--- src/hdl/tmtw_defs.svh ---
`ifndef TMTW_DEFS_SVH
`define TMTW_DEFS_SVH

// Byte addresses on the APB slave.
`define TMTW_OFF_CONTROL 12'h0c8
`define TMTW_OFF_MODE 12'h0c9
`define TMTW_IDX_CONTROL 12'h0c8
`define TMTW_IDX_MODE 12'h0c9
`define TMTW_ADDR_CONTROL 12'h320
`define TMTW_ADDR_MODE 12'h324
`define TMTW_ADDR_COUNT 12'h328
`define TMTW_ADDR_CAPTURE 12'h32c
`define TMTW_ADDR_IRQ_STATUS 12'h330
`define TMTW_ADDR_IRQ_ENABLE 12'h334
`define TMTW_ADDR_IRQ_CLEAR 12'h338
`define TMTW_ADDR_MISC 12'h33c

// Control register fields.
`define TMTW_CTL_OVF 7
`define TMTW_CTL_EXF 6
`define TMTW_CTL_RCLK 5
`define TMTW_CTL_TCLK 4
`define TMTW_CTL_EXEN 3
`define TMTW_CTL_RUN 2
`define TMTW_CTL_CT 1
`define TMTW_CTL_CPRL 0
// Mode register fields.
`define TMTW_MOD_CRST 3
`define TMTW_MOD_DOWN_COUNT_ENABLE 0
`define TMTW_MOD_MASK 8'h09
// Misc register: bit 0 timer interrupt enable, bit 1 clock speed bit.
`define TMTW_MISC_IE 0
`define TMTW_MISC_SPEED 1

`define TMTW_CONTROL_RESET 8'h00
`define TMTW_MODE_RESET 8'h00
`define TMTW_COUNT_RESET 16'h0000

// Irq status bits: 0 overflow, 1 external edge, 2 capture.
`define TMTW_IRQ_OVF 0
`define TMTW_IRQ_EDGE 1
`define TMTW_IRQ_CAP 2

// Internal tick dividers: 12 clocks (slow) or 4 clocks (fast); baud mode 2 clocks.
`define TMTW_DIV_SLOW 4'hc
`define TMTW_DIV_FAST 4'h4
`define TMTW_DIV_BAUD 4'h2

`endif

--- src/hdl/tmtw_pkg.sv ---
package tmtw_pkg;
	typedef enum logic [1:0] {
		TMTW_MODE_RELOAD,
		TMTW_MODE_CAPTURE,
		TMTW_MODE_BAUD
	} tmtw_mode_t;
endpackage

--- src/hdl/tmtw_timer.sv ---
// Behaviour
// - Set overflow flag on count overflow, and on down-count reaching capture value.
// - Hardware sets overflow flag only while both serial clock selects are zero.
// - Hardware never clears overflow flag; software writes may set or clear it.
// - External flag set by trigger falling edge or overflow, per mode bits.
// - Software clears edge-set external flag; set flag raises interrupt if enabled.
// - Receive clock select picks timer two overflow for receiver and forces baud mode.
// - Transmit clock select picks timer two overflow for transmitter and forces baud mode.
// - Trigger pin edges ignored unless external enable and not in baud mode.
// - Run control starts and stops counting; when stopped the count is kept except for enabled trigger-edge reload or capture reset.
// - In baud mode the timer advances once every two clocks.
// - Counter select picks internal ticks at speed-bit rate or count pin falling edges.
// - With either serial clock select set, always auto-reload after overflow.
// - Reload mode reloads on overflow, and on enabled trigger falling edge unless down-count enable is set.
// - Capture mode copies the count into capture register on enabled trigger edge.
// - Capture reset bit clears the count after the capture copy.
// - Timer interrupt request reaches processor only while interrupt enable is set.
//
// Added by the designer: the APB register port.
`include "tmtw_defs.svh"

module tmtw_timer
	import tmtw_pkg::*;
(
	input wire logic CLK,
	input wire logic RST_N,
	input wire logic PSEL,
	input wire logic PENABLE,
	input wire logic PWRITE,
	input wire logic [11:0] PADDR,
	input wire logic [31:0] PWDATA,
	output logic [31:0] PRDATA,
	output logic PREADY,
	output logic PSLVERR,
	input wire logic COUNT_PIN,
	input wire logic TRIGGER_PIN,
	input wire logic TIMER_ONE_OVERFLOW,
	output logic RX_BAUD_TICK,
	output logic TX_BAUD_TICK,
	output logic TIMER_IRQ,
	output logic IRQ
);

	logic rst_meta_q, rst_sync_q;
	always_ff @(posedge CLK or negedge RST_N) begin
		if (!RST_N) begin
			rst_meta_q <= 1'b0;
			rst_sync_q <= 1'b0;
		end else begin
			rst_meta_q <= 1'b1;
			rst_sync_q <= rst_meta_q;
		end
	end
	wire logic rst_n = rst_sync_q;

	logic [7:0] control_q;
	logic [7:0] mode_q;
	logic [15:0] count_q;
	logic [15:0] capture_q;
	logic [1:0] misc_q;
	logic [2:0] irq_status_q;
	logic [2:0] irq_enable_q;
	logic count_pin_q, count_prev_q, trig_pin_q, trig_prev_q;
	logic [3:0] div_q;

	function automatic logic hit(input logic [11:0] a, input logic [11:0] b);
		hit = a == b;
	endfunction

	wire logic wr = PSEL && PENABLE && PWRITE;
	wire logic rclk = control_q[`TMTW_CTL_RCLK];
	wire logic tclk = control_q[`TMTW_CTL_TCLK];
	wire logic exen = control_q[`TMTW_CTL_EXEN];
	wire logic run = control_q[`TMTW_CTL_RUN];
	wire logic down_count_enable = mode_q[`TMTW_MOD_DOWN_COUNT_ENABLE];

	tmtw_mode_t mode;
	always_comb begin
		if (rclk || tclk)
			mode = TMTW_MODE_BAUD;
		else if (control_q[`TMTW_CTL_CPRL])
			mode = TMTW_MODE_CAPTURE;
		else
			mode = TMTW_MODE_RELOAD;
	end

	// Pins are registered once, then compared against the previous sample.
	always_ff @(posedge CLK or negedge rst_n) begin
		if (!rst_n) begin
			count_pin_q <= 1'b1;
			count_prev_q <= 1'b1;
			trig_pin_q <= 1'b1;
			trig_prev_q <= 1'b1;
		end else begin
			count_pin_q <= COUNT_PIN;
			count_prev_q <= count_pin_q;
			trig_pin_q <= TRIGGER_PIN;
			trig_prev_q <= trig_pin_q;
		end
	end
	wire logic count_fall = count_prev_q && !count_pin_q;
	wire logic trig_fall = trig_prev_q && !trig_pin_q;
	wire logic trig_event = trig_fall && exen && mode != TMTW_MODE_BAUD;

	logic [3:0] div_limit;
	always_comb begin
		if (mode == TMTW_MODE_BAUD)
			div_limit = `TMTW_DIV_BAUD;
		else if (misc_q[`TMTW_MISC_SPEED])
			div_limit = `TMTW_DIV_FAST;
		else
			div_limit = `TMTW_DIV_SLOW;
	end

	always_ff @(posedge CLK or negedge rst_n) begin
		if (!rst_n)
			div_q <= 4'h0;
		else if (!run || div_q >= div_limit - 4'h1)
			div_q <= 4'h0;
		else
			div_q <= div_q + 4'h1;
	end
	wire logic div_tick = run && div_q >= div_limit - 4'h1;

	logic tick;
	always_comb begin
		if (!run)
			tick = 1'b0;
		else if (mode == TMTW_MODE_BAUD)
			tick = div_tick;
		else if (control_q[`TMTW_CTL_CT])
			tick = count_fall;
		else
			tick = div_tick;
	end

	// Down counting only applies in reload mode with the down-count enable set.
	wire logic down = down_count_enable && mode == TMTW_MODE_RELOAD && !trig_pin_q;
	wire logic up_ovf = tick && !down && count_q == 16'hffff;
	wire logic down_ovf = tick && down && count_q == capture_q;
	wire logic ovf = up_ovf || down_ovf;

	always_ff @(posedge CLK or negedge rst_n) begin
		if (!rst_n)
			count_q <= `TMTW_COUNT_RESET;
		else if (wr && hit(PADDR, `TMTW_ADDR_COUNT))
			count_q <= PWDATA[15:0];
		else if (trig_event && mode == TMTW_MODE_CAPTURE && mode_q[`TMTW_MOD_CRST])
			count_q <= 16'h0000;
		else if (up_ovf && mode != TMTW_MODE_CAPTURE)
			count_q <= capture_q;
		else if (down_ovf)
			count_q <= 16'hffff;
		else if (trig_event && mode == TMTW_MODE_RELOAD && !down_count_enable)
			count_q <= capture_q;
		else if (tick)
			count_q <= down ? count_q - 16'h1 : count_q + 16'h1;
	end

	always_ff @(posedge CLK or negedge rst_n) begin
		if (!rst_n)
			capture_q <= 16'h0000;
		else if (trig_event && mode == TMTW_MODE_CAPTURE)
			capture_q <= count_q;
		else if (wr && hit(PADDR, `TMTW_ADDR_CAPTURE))
			capture_q <= PWDATA[15:0];
	end

	wire logic hw_ovf_set = ovf && mode != TMTW_MODE_BAUD;
	wire logic hw_exf_set = (trig_event && !(mode == TMTW_MODE_RELOAD && down_count_enable))
		|| (ovf && down_count_enable && mode == TMTW_MODE_RELOAD);

	always_ff @(posedge CLK or negedge rst_n) begin
		if (!rst_n) begin
			control_q <= `TMTW_CONTROL_RESET;
		end else begin
			if (wr && hit(PADDR, `TMTW_ADDR_CONTROL))
				control_q <= PWDATA[7:0];
			if (hw_ovf_set)
				control_q[`TMTW_CTL_OVF] <= 1'b1;
			if (hw_exf_set)
				control_q[`TMTW_CTL_EXF] <= 1'b1;
		end
	end

	always_ff @(posedge CLK or negedge rst_n) begin
		if (!rst_n) begin
			mode_q <= `TMTW_MODE_RESET;
			misc_q <= 2'b00;
			irq_enable_q <= 3'b000;
		end else if (wr) begin
			if (hit(PADDR, `TMTW_ADDR_MODE))
				mode_q <= PWDATA[7:0] & `TMTW_MOD_MASK;
			if (hit(PADDR, `TMTW_ADDR_MISC))
				misc_q <= PWDATA[1:0];
			if (hit(PADDR, `TMTW_ADDR_IRQ_ENABLE))
				irq_enable_q <= PWDATA[2:0];
		end
	end

	logic [2:0] irq_set;
	assign irq_set = {trig_event && mode == TMTW_MODE_CAPTURE, hw_exf_set, hw_ovf_set};
	always_ff @(posedge CLK or negedge rst_n) begin
		if (!rst_n)
			irq_status_q <= 3'b000;
		else if (wr && hit(PADDR, `TMTW_ADDR_IRQ_CLEAR))
			irq_status_q <= (irq_status_q & ~PWDATA[2:0]) | irq_set;
		else
			irq_status_q <= irq_status_q | irq_set;
	end

	assign TIMER_IRQ = misc_q[`TMTW_MISC_IE]
		&& (control_q[`TMTW_CTL_OVF] || control_q[`TMTW_CTL_EXF]);
	assign IRQ = |(irq_status_q & irq_enable_q);

	// In baud mode every overflow becomes a time base tick for the serial port.
	wire logic baud_ovf = up_ovf && mode == TMTW_MODE_BAUD;
	assign RX_BAUD_TICK = rclk ? baud_ovf : TIMER_ONE_OVERFLOW;
	assign TX_BAUD_TICK = tclk ? baud_ovf : TIMER_ONE_OVERFLOW;

	logic [31:0] rdata_d;
	always_comb begin
		rdata_d = 32'h0000_0000;
		unique case (PADDR)
			`TMTW_ADDR_CONTROL: rdata_d[7:0] = control_q;
			`TMTW_ADDR_MODE: rdata_d[7:0] = mode_q;
			`TMTW_ADDR_COUNT: rdata_d[15:0] = count_q;
			`TMTW_ADDR_CAPTURE: rdata_d[15:0] = capture_q;
			`TMTW_ADDR_IRQ_STATUS: rdata_d[2:0] = irq_status_q;
			`TMTW_ADDR_IRQ_ENABLE: rdata_d[2:0] = irq_enable_q;
			`TMTW_ADDR_MISC: rdata_d[1:0] = misc_q;
			default: rdata_d = 32'h0000_0000;
		endcase
	end

	function automatic logic mapped(input logic [11:0] a);
		mapped = hit(a, `TMTW_ADDR_CONTROL) || hit(a, `TMTW_ADDR_MODE) || hit(a, `TMTW_ADDR_COUNT)
			|| hit(a, `TMTW_ADDR_CAPTURE) || hit(a, `TMTW_ADDR_IRQ_STATUS)
			|| hit(a, `TMTW_ADDR_IRQ_ENABLE) || hit(a, `TMTW_ADDR_IRQ_CLEAR) || hit(a, `TMTW_ADDR_MISC);
	endfunction

	assign PRDATA = rdata_d;
	assign PREADY = 1'b1;
	assign PSLVERR = PSEL && PENABLE && !mapped(PADDR);

endmodule

--- config.mk ---
export PLATFORM = sky130hd
export DESIGN_NAME = tmtw_timer
export DESIGN_NICKNAME = d
export VERILOG_FILES = /design/src/hdl/tmtw_pkg.sv /design/src/hdl/tmtw_timer.sv
export VERILOG_INCLUDE_DIRS = /design/src /design/src/hdl
export SDC_FILE = /design/constraint.sdc
export NUM_CORES = 1
export LEC_CHECK = 0
export ABC_AREA = 1
export ABC_CLOCK_PERIOD_IN_PS = 2570
export BUFFER_PORTS_ARGS = -buffer_cell sky130_fd_sc_hd__buf_2
export CAP_MARGIN = 20
export CORE_MARGIN = 2
export CORE_UTILIZATION = 25
export DETAILED_ROUTE_END_ITERATION = 7
export GPL_TIMING_DRIVEN = 0
export PLACE_DENSITY = 0.5
export SETUP_SLACK_MARGIN = 0.3
export SLEW_MARGIN = 0
export SYNTH_ARGS = -nofsm -noshare
export SYNTH_HDL_FRONTEND = slang
export SYNTH_SLANG_ARGS = --single-unit
--- constraint.sdc ---
create_clock -name CLK -period 2.57 [get_ports CLK]
set_input_delay 0.257 -clock CLK [delete_from_list [all_inputs] [get_ports CLK]]
set_output_delay 0.257 -clock CLK [all_outputs]
set_load 0.05 [all_outputs]
After elaboration in Yosys (flattened, before gate mapping). Index checks and enable logic that the tools add are counted.

Register bits: 60. Input bits: 52. Output and inout port bits: 38. Word-level logic and storage cells: 124.

Add/sub/neg operators: 4. $lt $le $gt $ge: 1. Equality and inequality tests: 14. Mux-type cells: 27. Bitwise operators: 5. Reduce and logical (&&, ||, !) cells: 57.

Operator list (number): 16-bit two-way mux (9); 12-bit by 10-bit == test with 1-bit output (second input constant) (8); 1-bit logical AND (29); 5-bit one-hot mux with 4 select lines (1); 16-bit by 1-bit adder with 16-bit output (second input constant) (1); 16-bit == test (1); 16-bit == test (second input constant) (1); 8-bit one-hot mux with 2 select lines (1); 16-bit by 1-bit subtractor with 16-bit output (second input constant) (1); 2-bit one-hot mux with 7 select lines (1); 1-bit logical OR (12); 4-bit two-way mux (3); 1-bit two-way mux (8); 8-bit two-way mux (1); 1-bit zero test (7); 3-bit AND (2); 3-bit OR (2); 2-bit AND reduction (3); 2-bit nonzero test (3); 6-bit nonzero test (1); 1-bit one-hot mux with 5 select lines (1); 4-bit by 1-bit adder with 4-bit output (second input constant) (1); 4-bit greater-or-equal comparator (1); 4-bit by 1-bit subtractor with 4-bit output (second input constant) (1); 9 further kinds (9).

Logic depth before layout (Yosys ltp).
Word-level depth: 18. Mapped depth: 17. Depth with buffers taken out: 17.

Worst setup path after synthesis. Ideal clock, no wire load.

Kind: register -> output. Start point: register control_q[5]. End point: output RX_BAUD_TICK. Arrival time: 2358 ps. Data required time: 2313 ps. Path slack: -45 ps. Stages on the path, launching flop included: 13. Buffers on the path: 0. Path through: dfrtp_1 nor2_4 inv_1 or2_2 ha_1 inv_1 nor2_1 nand2_1 nand3_1 nand2_4 nor2_4 nand2_1 o21ai_0.

Longest elaborated chain between the ends: 14. Elaborated cells on any way between the ends: 18. Those cells by class: 1 x add/sub; 1 x order compare; 1 x eq/ne; 6 x mux; 9 x reduce/logical.

Ends and longest elaborated chain: start: declaration (line tmtw_timer.sv:56) `logic [7:0] control_q;`; start signal: assignment (line tmtw_timer.sv:175) `` control_q <= `TMTW_CONTROL_RESET; ``; start signal: assignment (line tmtw_timer.sv:178) `control_q <= PWDATA[7:0];`; 1-bit logical OR (line tmtw_timer.sv:79) `if (rclk || tclk)`; 2-bit two-way mux (line tmtw_timer.sv:79); 2-bit == test (line tmtw_timer.sv:107, tmtw_timer.sv:129, tmtw_timer.sv:217); 4-bit two-way mux (line tmtw_timer.sv:107) `if (mode == TMTW_MODE_BAUD)`; 4-bit by 1-bit subtractor with 4-bit output (line tmtw_timer.sv:123) `wire logic div_tick = run && div_q >= div_limit - 4'h1;`; 4-bit greater-or-equal comparator (line tmtw_timer.sv:123); 1-bit logical AND (line tmtw_timer.sv:123); 1-bit two-way mux (line tmtw_timer.sv:131) `` else if (control_q[`TMTW_CTL_CT]) ``; 1-bit two-way mux (line tmtw_timer.sv:129) `else if (mode == TMTW_MODE_BAUD)`; 1-bit two-way mux (line tmtw_timer.sv:127) `if (!run)`; 1-bit logical AND (2 in a row) (line tmtw_timer.sv:139) `wire logic up_ovf = tick && !down && count_q == 16'hffff;`; 1-bit logical AND (line tmtw_timer.sv:217) `wire logic baud_ovf = up_ovf && mode == TMTW_MODE_BAUD;`; 1-bit two-way mux (*) (line tmtw_timer.sv:218) `assign RX_BAUD_TICK = rclk ? baud_ovf : TIMER_ONE_OVERFLOW;`; end: declaration (line tmtw_timer.sv:38) `output logic RX_BAUD_TICK,`.

Every way passes the cells marked *; elsewhere a longest branch is shown, timed or not.

Worst setup path in the final report.
Start point: register control_q[4]. End point: output TX_BAUD_TICK.

Longest elaborated chain between the ends: 14. Elaborated cells on any way between the ends: 18. Those cells by class: 1 x add/sub; 1 x order compare; 1 x eq/ne; 6 x mux; 9 x reduce/logical.

Ends and longest elaborated chain: 1-bit logical OR (line tmtw_timer.sv:79); 2-bit two-way mux (line tmtw_timer.sv:79); 2-bit == test (line tmtw_timer.sv:107, tmtw_timer.sv:129, tmtw_timer.sv:217); 4-bit two-way mux (line tmtw_timer.sv:107); 4-bit by 1-bit subtractor with 4-bit output (line tmtw_timer.sv:123); 4-bit greater-or-equal comparator (line tmtw_timer.sv:123); 1-bit logical AND (line tmtw_timer.sv:123); 1-bit two-way mux (line tmtw_timer.sv:131); 1-bit two-way mux (line tmtw_timer.sv:129); 1-bit two-way mux (line tmtw_timer.sv:127); 1-bit logical AND (2 in a row) (line tmtw_timer.sv:139); 1-bit logical AND (line tmtw_timer.sv:217); 1-bit two-way mux (*) (line tmtw_timer.sv:219) `assign TX_BAUD_TICK = tclk ? baud_ovf : TIMER_ONE_OVERFLOW;`; end: declaration (line tmtw_timer.sv:39) `output logic TX_BAUD_TICK,`.

Marks and branches as above.

==> impl_metrics.json <==
{
  "outcome": "complete, but fails checks",
  "violations": "negative setup slack",
  "finalSetupViolations": 9,
  "dr.first_iter.drc_count": 453,
  "num_antenna_cells": 0,
  "p_leak_nw": 3.58,
  "clockBufferDepth": 2,
  "worstSetupStartpointType": "flop",
  "rsz0062_at_grt": "yes",
  "instances_no_fill": 1226,
  "drc": 0,
  "period_share_pct": 103,
  "synth_area_per_cell_um2": 6.35,
  "via_per_inst": 4.71,
  "hold_start": "TRIGGER_PIN",
  "cts_buffers": 9,
  "crit_path_cell_trace": "nor2_4, inv_2, or2_4, ha_4, inv_2, nor2_1, nand2_1, nand3_2, nand2_4, nor2_4, nand2_1, o21ai_2, buf_6",
  "max_cap_violations": 0,
  "ant_nets": 0,
  "overflow": 0,
  "synthDistinctLibCells": 44,
  "hold_path_depth": 1,
  "synth_ff_type": "dfrtp_1",
  "hold_class": "in2reg",
  "initial_core_util_pct": 25.3,
  "rr_endpoint": "count_q[8]$_DFFE_PN0P_",
  "die_width_um": 149,
  "cts_tree": "yes",
  "routed_wl_mm": 19.0,
  "place_area_um2": 6000,
  "grt_usage_pct": 16.8,
  "dr.pass1.iters": 5,
  "clk_pin_slew_ns": 0.06,
  "maxSlewHeadroom_pct": 44.9,
  "p_per_area_nw_per_um2": 337,
  "place_ws_ns": -0.404,
  "root_buffer": "clkbuf_16",
  "required_ns": 2.31,
  "whs_ns": 0.0121,
  "cp-end-kind": "output port",
  "async_reset_ff_share_pct": 100,
  "die-area_um2": 22200,
  "cts_sinks": 60,
  "cpMaxStageDelayCell": "dfrtp_2",
  "tightest_slew_ns": 0.826,
  "cp_top_family": "simple AND/OR/NAND/NOR gates",
  "fin_skew_ns": 0.00664,
  "drive_gt1_share_pct": 28.9,
  "ys_seq_elements": 60,
  "netlist_area_um2": 5270,
  "fin_crit_ns": 2.64,
  "r2r-start": "control_q[4]$_DFFE_PN0P_",
  "fin_ws_ns": -0.0730,
  "port_buffers": 56,
  "worstRegToRegCells": 17,
  "max_stage_delay_ns": 0.42,
  "coreArea_um2": 20800,
  "hold_end": "trig_pin_q$_DFF_PN1_",
  "final_cell_area_um2": 7200,
  "vias": 5775,
  "netlist_instances": 829,
  "maxSlewViolCount": 0,
  "final_nets": 1016,
  "rrSetupSlack_ns": -0.04,
  "crit_path_start": "control_q[4]$_DFFE_PN0P_",
  "ios": 90,
  "worstSetupPathType": "reg2out",
  "place.gp.congestion": 0.917,
  "grt_pass1_vias": 5362,
  "antenna_found_initial": 0,
  "hpwl_mm": 14.1,
  "dp.cells": 1176,
  "dieHeight_um": 149,
  "synth_edf_count": 0,
  "ys_seq_area_share_pct": 28.6,
  "clk_latency_ns": 0.34,
  "syn_to_final_growth_pct": 36.8,
  "wl_per_cell_um": 15.5,
  "yosys_warnings": 0,
  "rows": 53,
  "fmax_mhz": 378,
  "finalHoldViolCount": 0,
  "cp.arrival_ns": 2.39,
  "crit_buf_inv": 3,
  "h-tree-depth": 3,
  "grt_max_degree": 59,
  "grt_pass1_wl_mm": 28.7,
  "ir_worst_vdd_mv": 0.273,
  "crit_fanout": 3
}
[final cells by class]
type / instances / area [µm²]
flip-flops and latches: 60 / 1510
repair buffers: 89 / 682
fillers: 2253 / 13600
plain buffers: 31 / 238
clock inverters: 7 / 76.3
well taps: 275 / 344
multi-input cells: 631 / 3650
inverters: 124 / 472
clock buffers: 9 / 225
[registers in the layout, indices dropped and copies added (netlist names), 2 cells and up]
signal        count
div_q             4
irq_enable_q      3
misc_q            2
count_q          16
irq_status_q      3
mode_q            2
control_q         8
capture_q        16
[placed cells by master, fill, tap and decap left out, drive strengths merged]
cell         instances
o21a                 1
dlygate4sd3          1
fa                   1
nor3                12
or2                  2
ha                  17
xnor2                2
o2111ai              1
nand4               11
a221o                1
clkbuf              17
dfstp                4
o22ai                9
buf                111
conb                18
bufinv               1
clkinv               3
inv                124
o21ai               58
o221ai               5
nor4                 1
and2                 2
nand2              270
nor2                99
o211ai              15
nand3               64
nand3b               3
xor2                 7
dfrtp               56
a21oi               32
clkinvlp             3
[stage by stage]
step	power [mW]	utilization, %	setup TNS (ns)
floorplan	1.12	-	0
global route	2.49	34.6	-2.44
global placement	1.19	28.8	-12.24
detailed placement	1.19	28.8	-3.10
finish	2.43	34.6	-0.300
CTS	2.43	32.7	-0.421
[worst max path at each step]
| stage | endpoint | slack [ns] | depth (start not counted) |
|---|---|---|---|
| final | TX_BAUD_TICK | -0.07 | 13 |
| after global routing | count_q[12]$_DFFE_PN0P_ | -0.19 | 16 |
| after floorplan | count_q[8]$_DFFE_PN0P_ | 0.25 | 16 |
| after global placement | count_q[8]$_DFFE_PN0P_ | -0.38 | 16 |
| after detailed placement | count_q[8]$_DFFE_PN0P_ | -0.40 | 16 |
| after CTS | RX_BAUD_TICK | -0.07 | 13 |
[routing by layer]
layer  part of all wire (%)  global-route usage [%]  wire [µm]
met4                    2.3                    5.38        445
met1                     43                    21.7       8200
met3                    5.6                    2.08       1070
met5                      0                       0          0
met2                     49                    29.1       9310
[power breakdown]
part | leakage (nW) | internal, mW | switching [mW]
clock network | 0.142 | 0.755 | 0.487
registers | 0.784 | 0.956 | 0.0301
logic | 2.65 | 0.0647 | 0.132
[Yosys cell counts (10+ instances only)]
| master | count | area [µm²] |
|---|---|---|
| dfrtp_1 | 56 | 1400 |
| nand3_1 | 58 | 290 |
| nor3_1 | 10 | 50.1 |
| o21ai_0 | 47 | 235 |
| o211ai_1 | 15 | 113 |
| nand4_1 | 10 | 62.6 |
| buf_4 | 18 | 135 |
| ha_1 | 17 | 213 |
| nor2_1 | 93 | 349 |
| inv_1 | 116 | 435 |
| a21oi_1 | 22 | 110 |
| nand2_1 | 262 | 983 |
| a21oi_2 | 10 | 87.6 |
[logic make-up (layout without fill, tap and decap cells)]
| family | after synthesis | after routing | share of synthesized area (%) |
|---|---|---|---|
| xor gates and xnor gates | 9 | 9 | 1.50 |
| other | 2 | 18 | 0.143 |
| and+or+nand+nor | 463 | 464 | 38.5 |
| DFF | 60 | 60 | 28.6 |
| AOI/OAI and AO/OA | 122 | 122 | 14.0 |
| buffers and inverters | 155 | 260 | 12.8 |
| adders and majority gates | 18 | 18 | 4.42 |
[worst register-to-register path, stage by stage (launching register included)]
cell and delay, ns:
dfrtp_2 0.42, nor2_4 0.14, buf_6 0.12, nand3_4 0.11, nor2_8 0.22, inv_4 0.08
fa_2 0.38, inv_2 0.09, nand2_4 0.07, a21oi_4 0.19, nand2_2 0.09, nand3_2 0.07
nand2_2 0.06, nor2_4 0.14, nand2_2 0.08, nand3_2 0.07, nand2_2 0.06, a21oi_2 0.15
[timing repair]
action | in CTS | in global routing
setup buffers | 22 | 7
gates cloned | 3 | 1
hold buffers | 1 | 0
pin swaps | 23 | 33
resized for setup | 55 | 79
setup endpoints to repair | 30 | 50
hold endpoints to repair | 2 | 0
(Power assumes the default switching activity.)
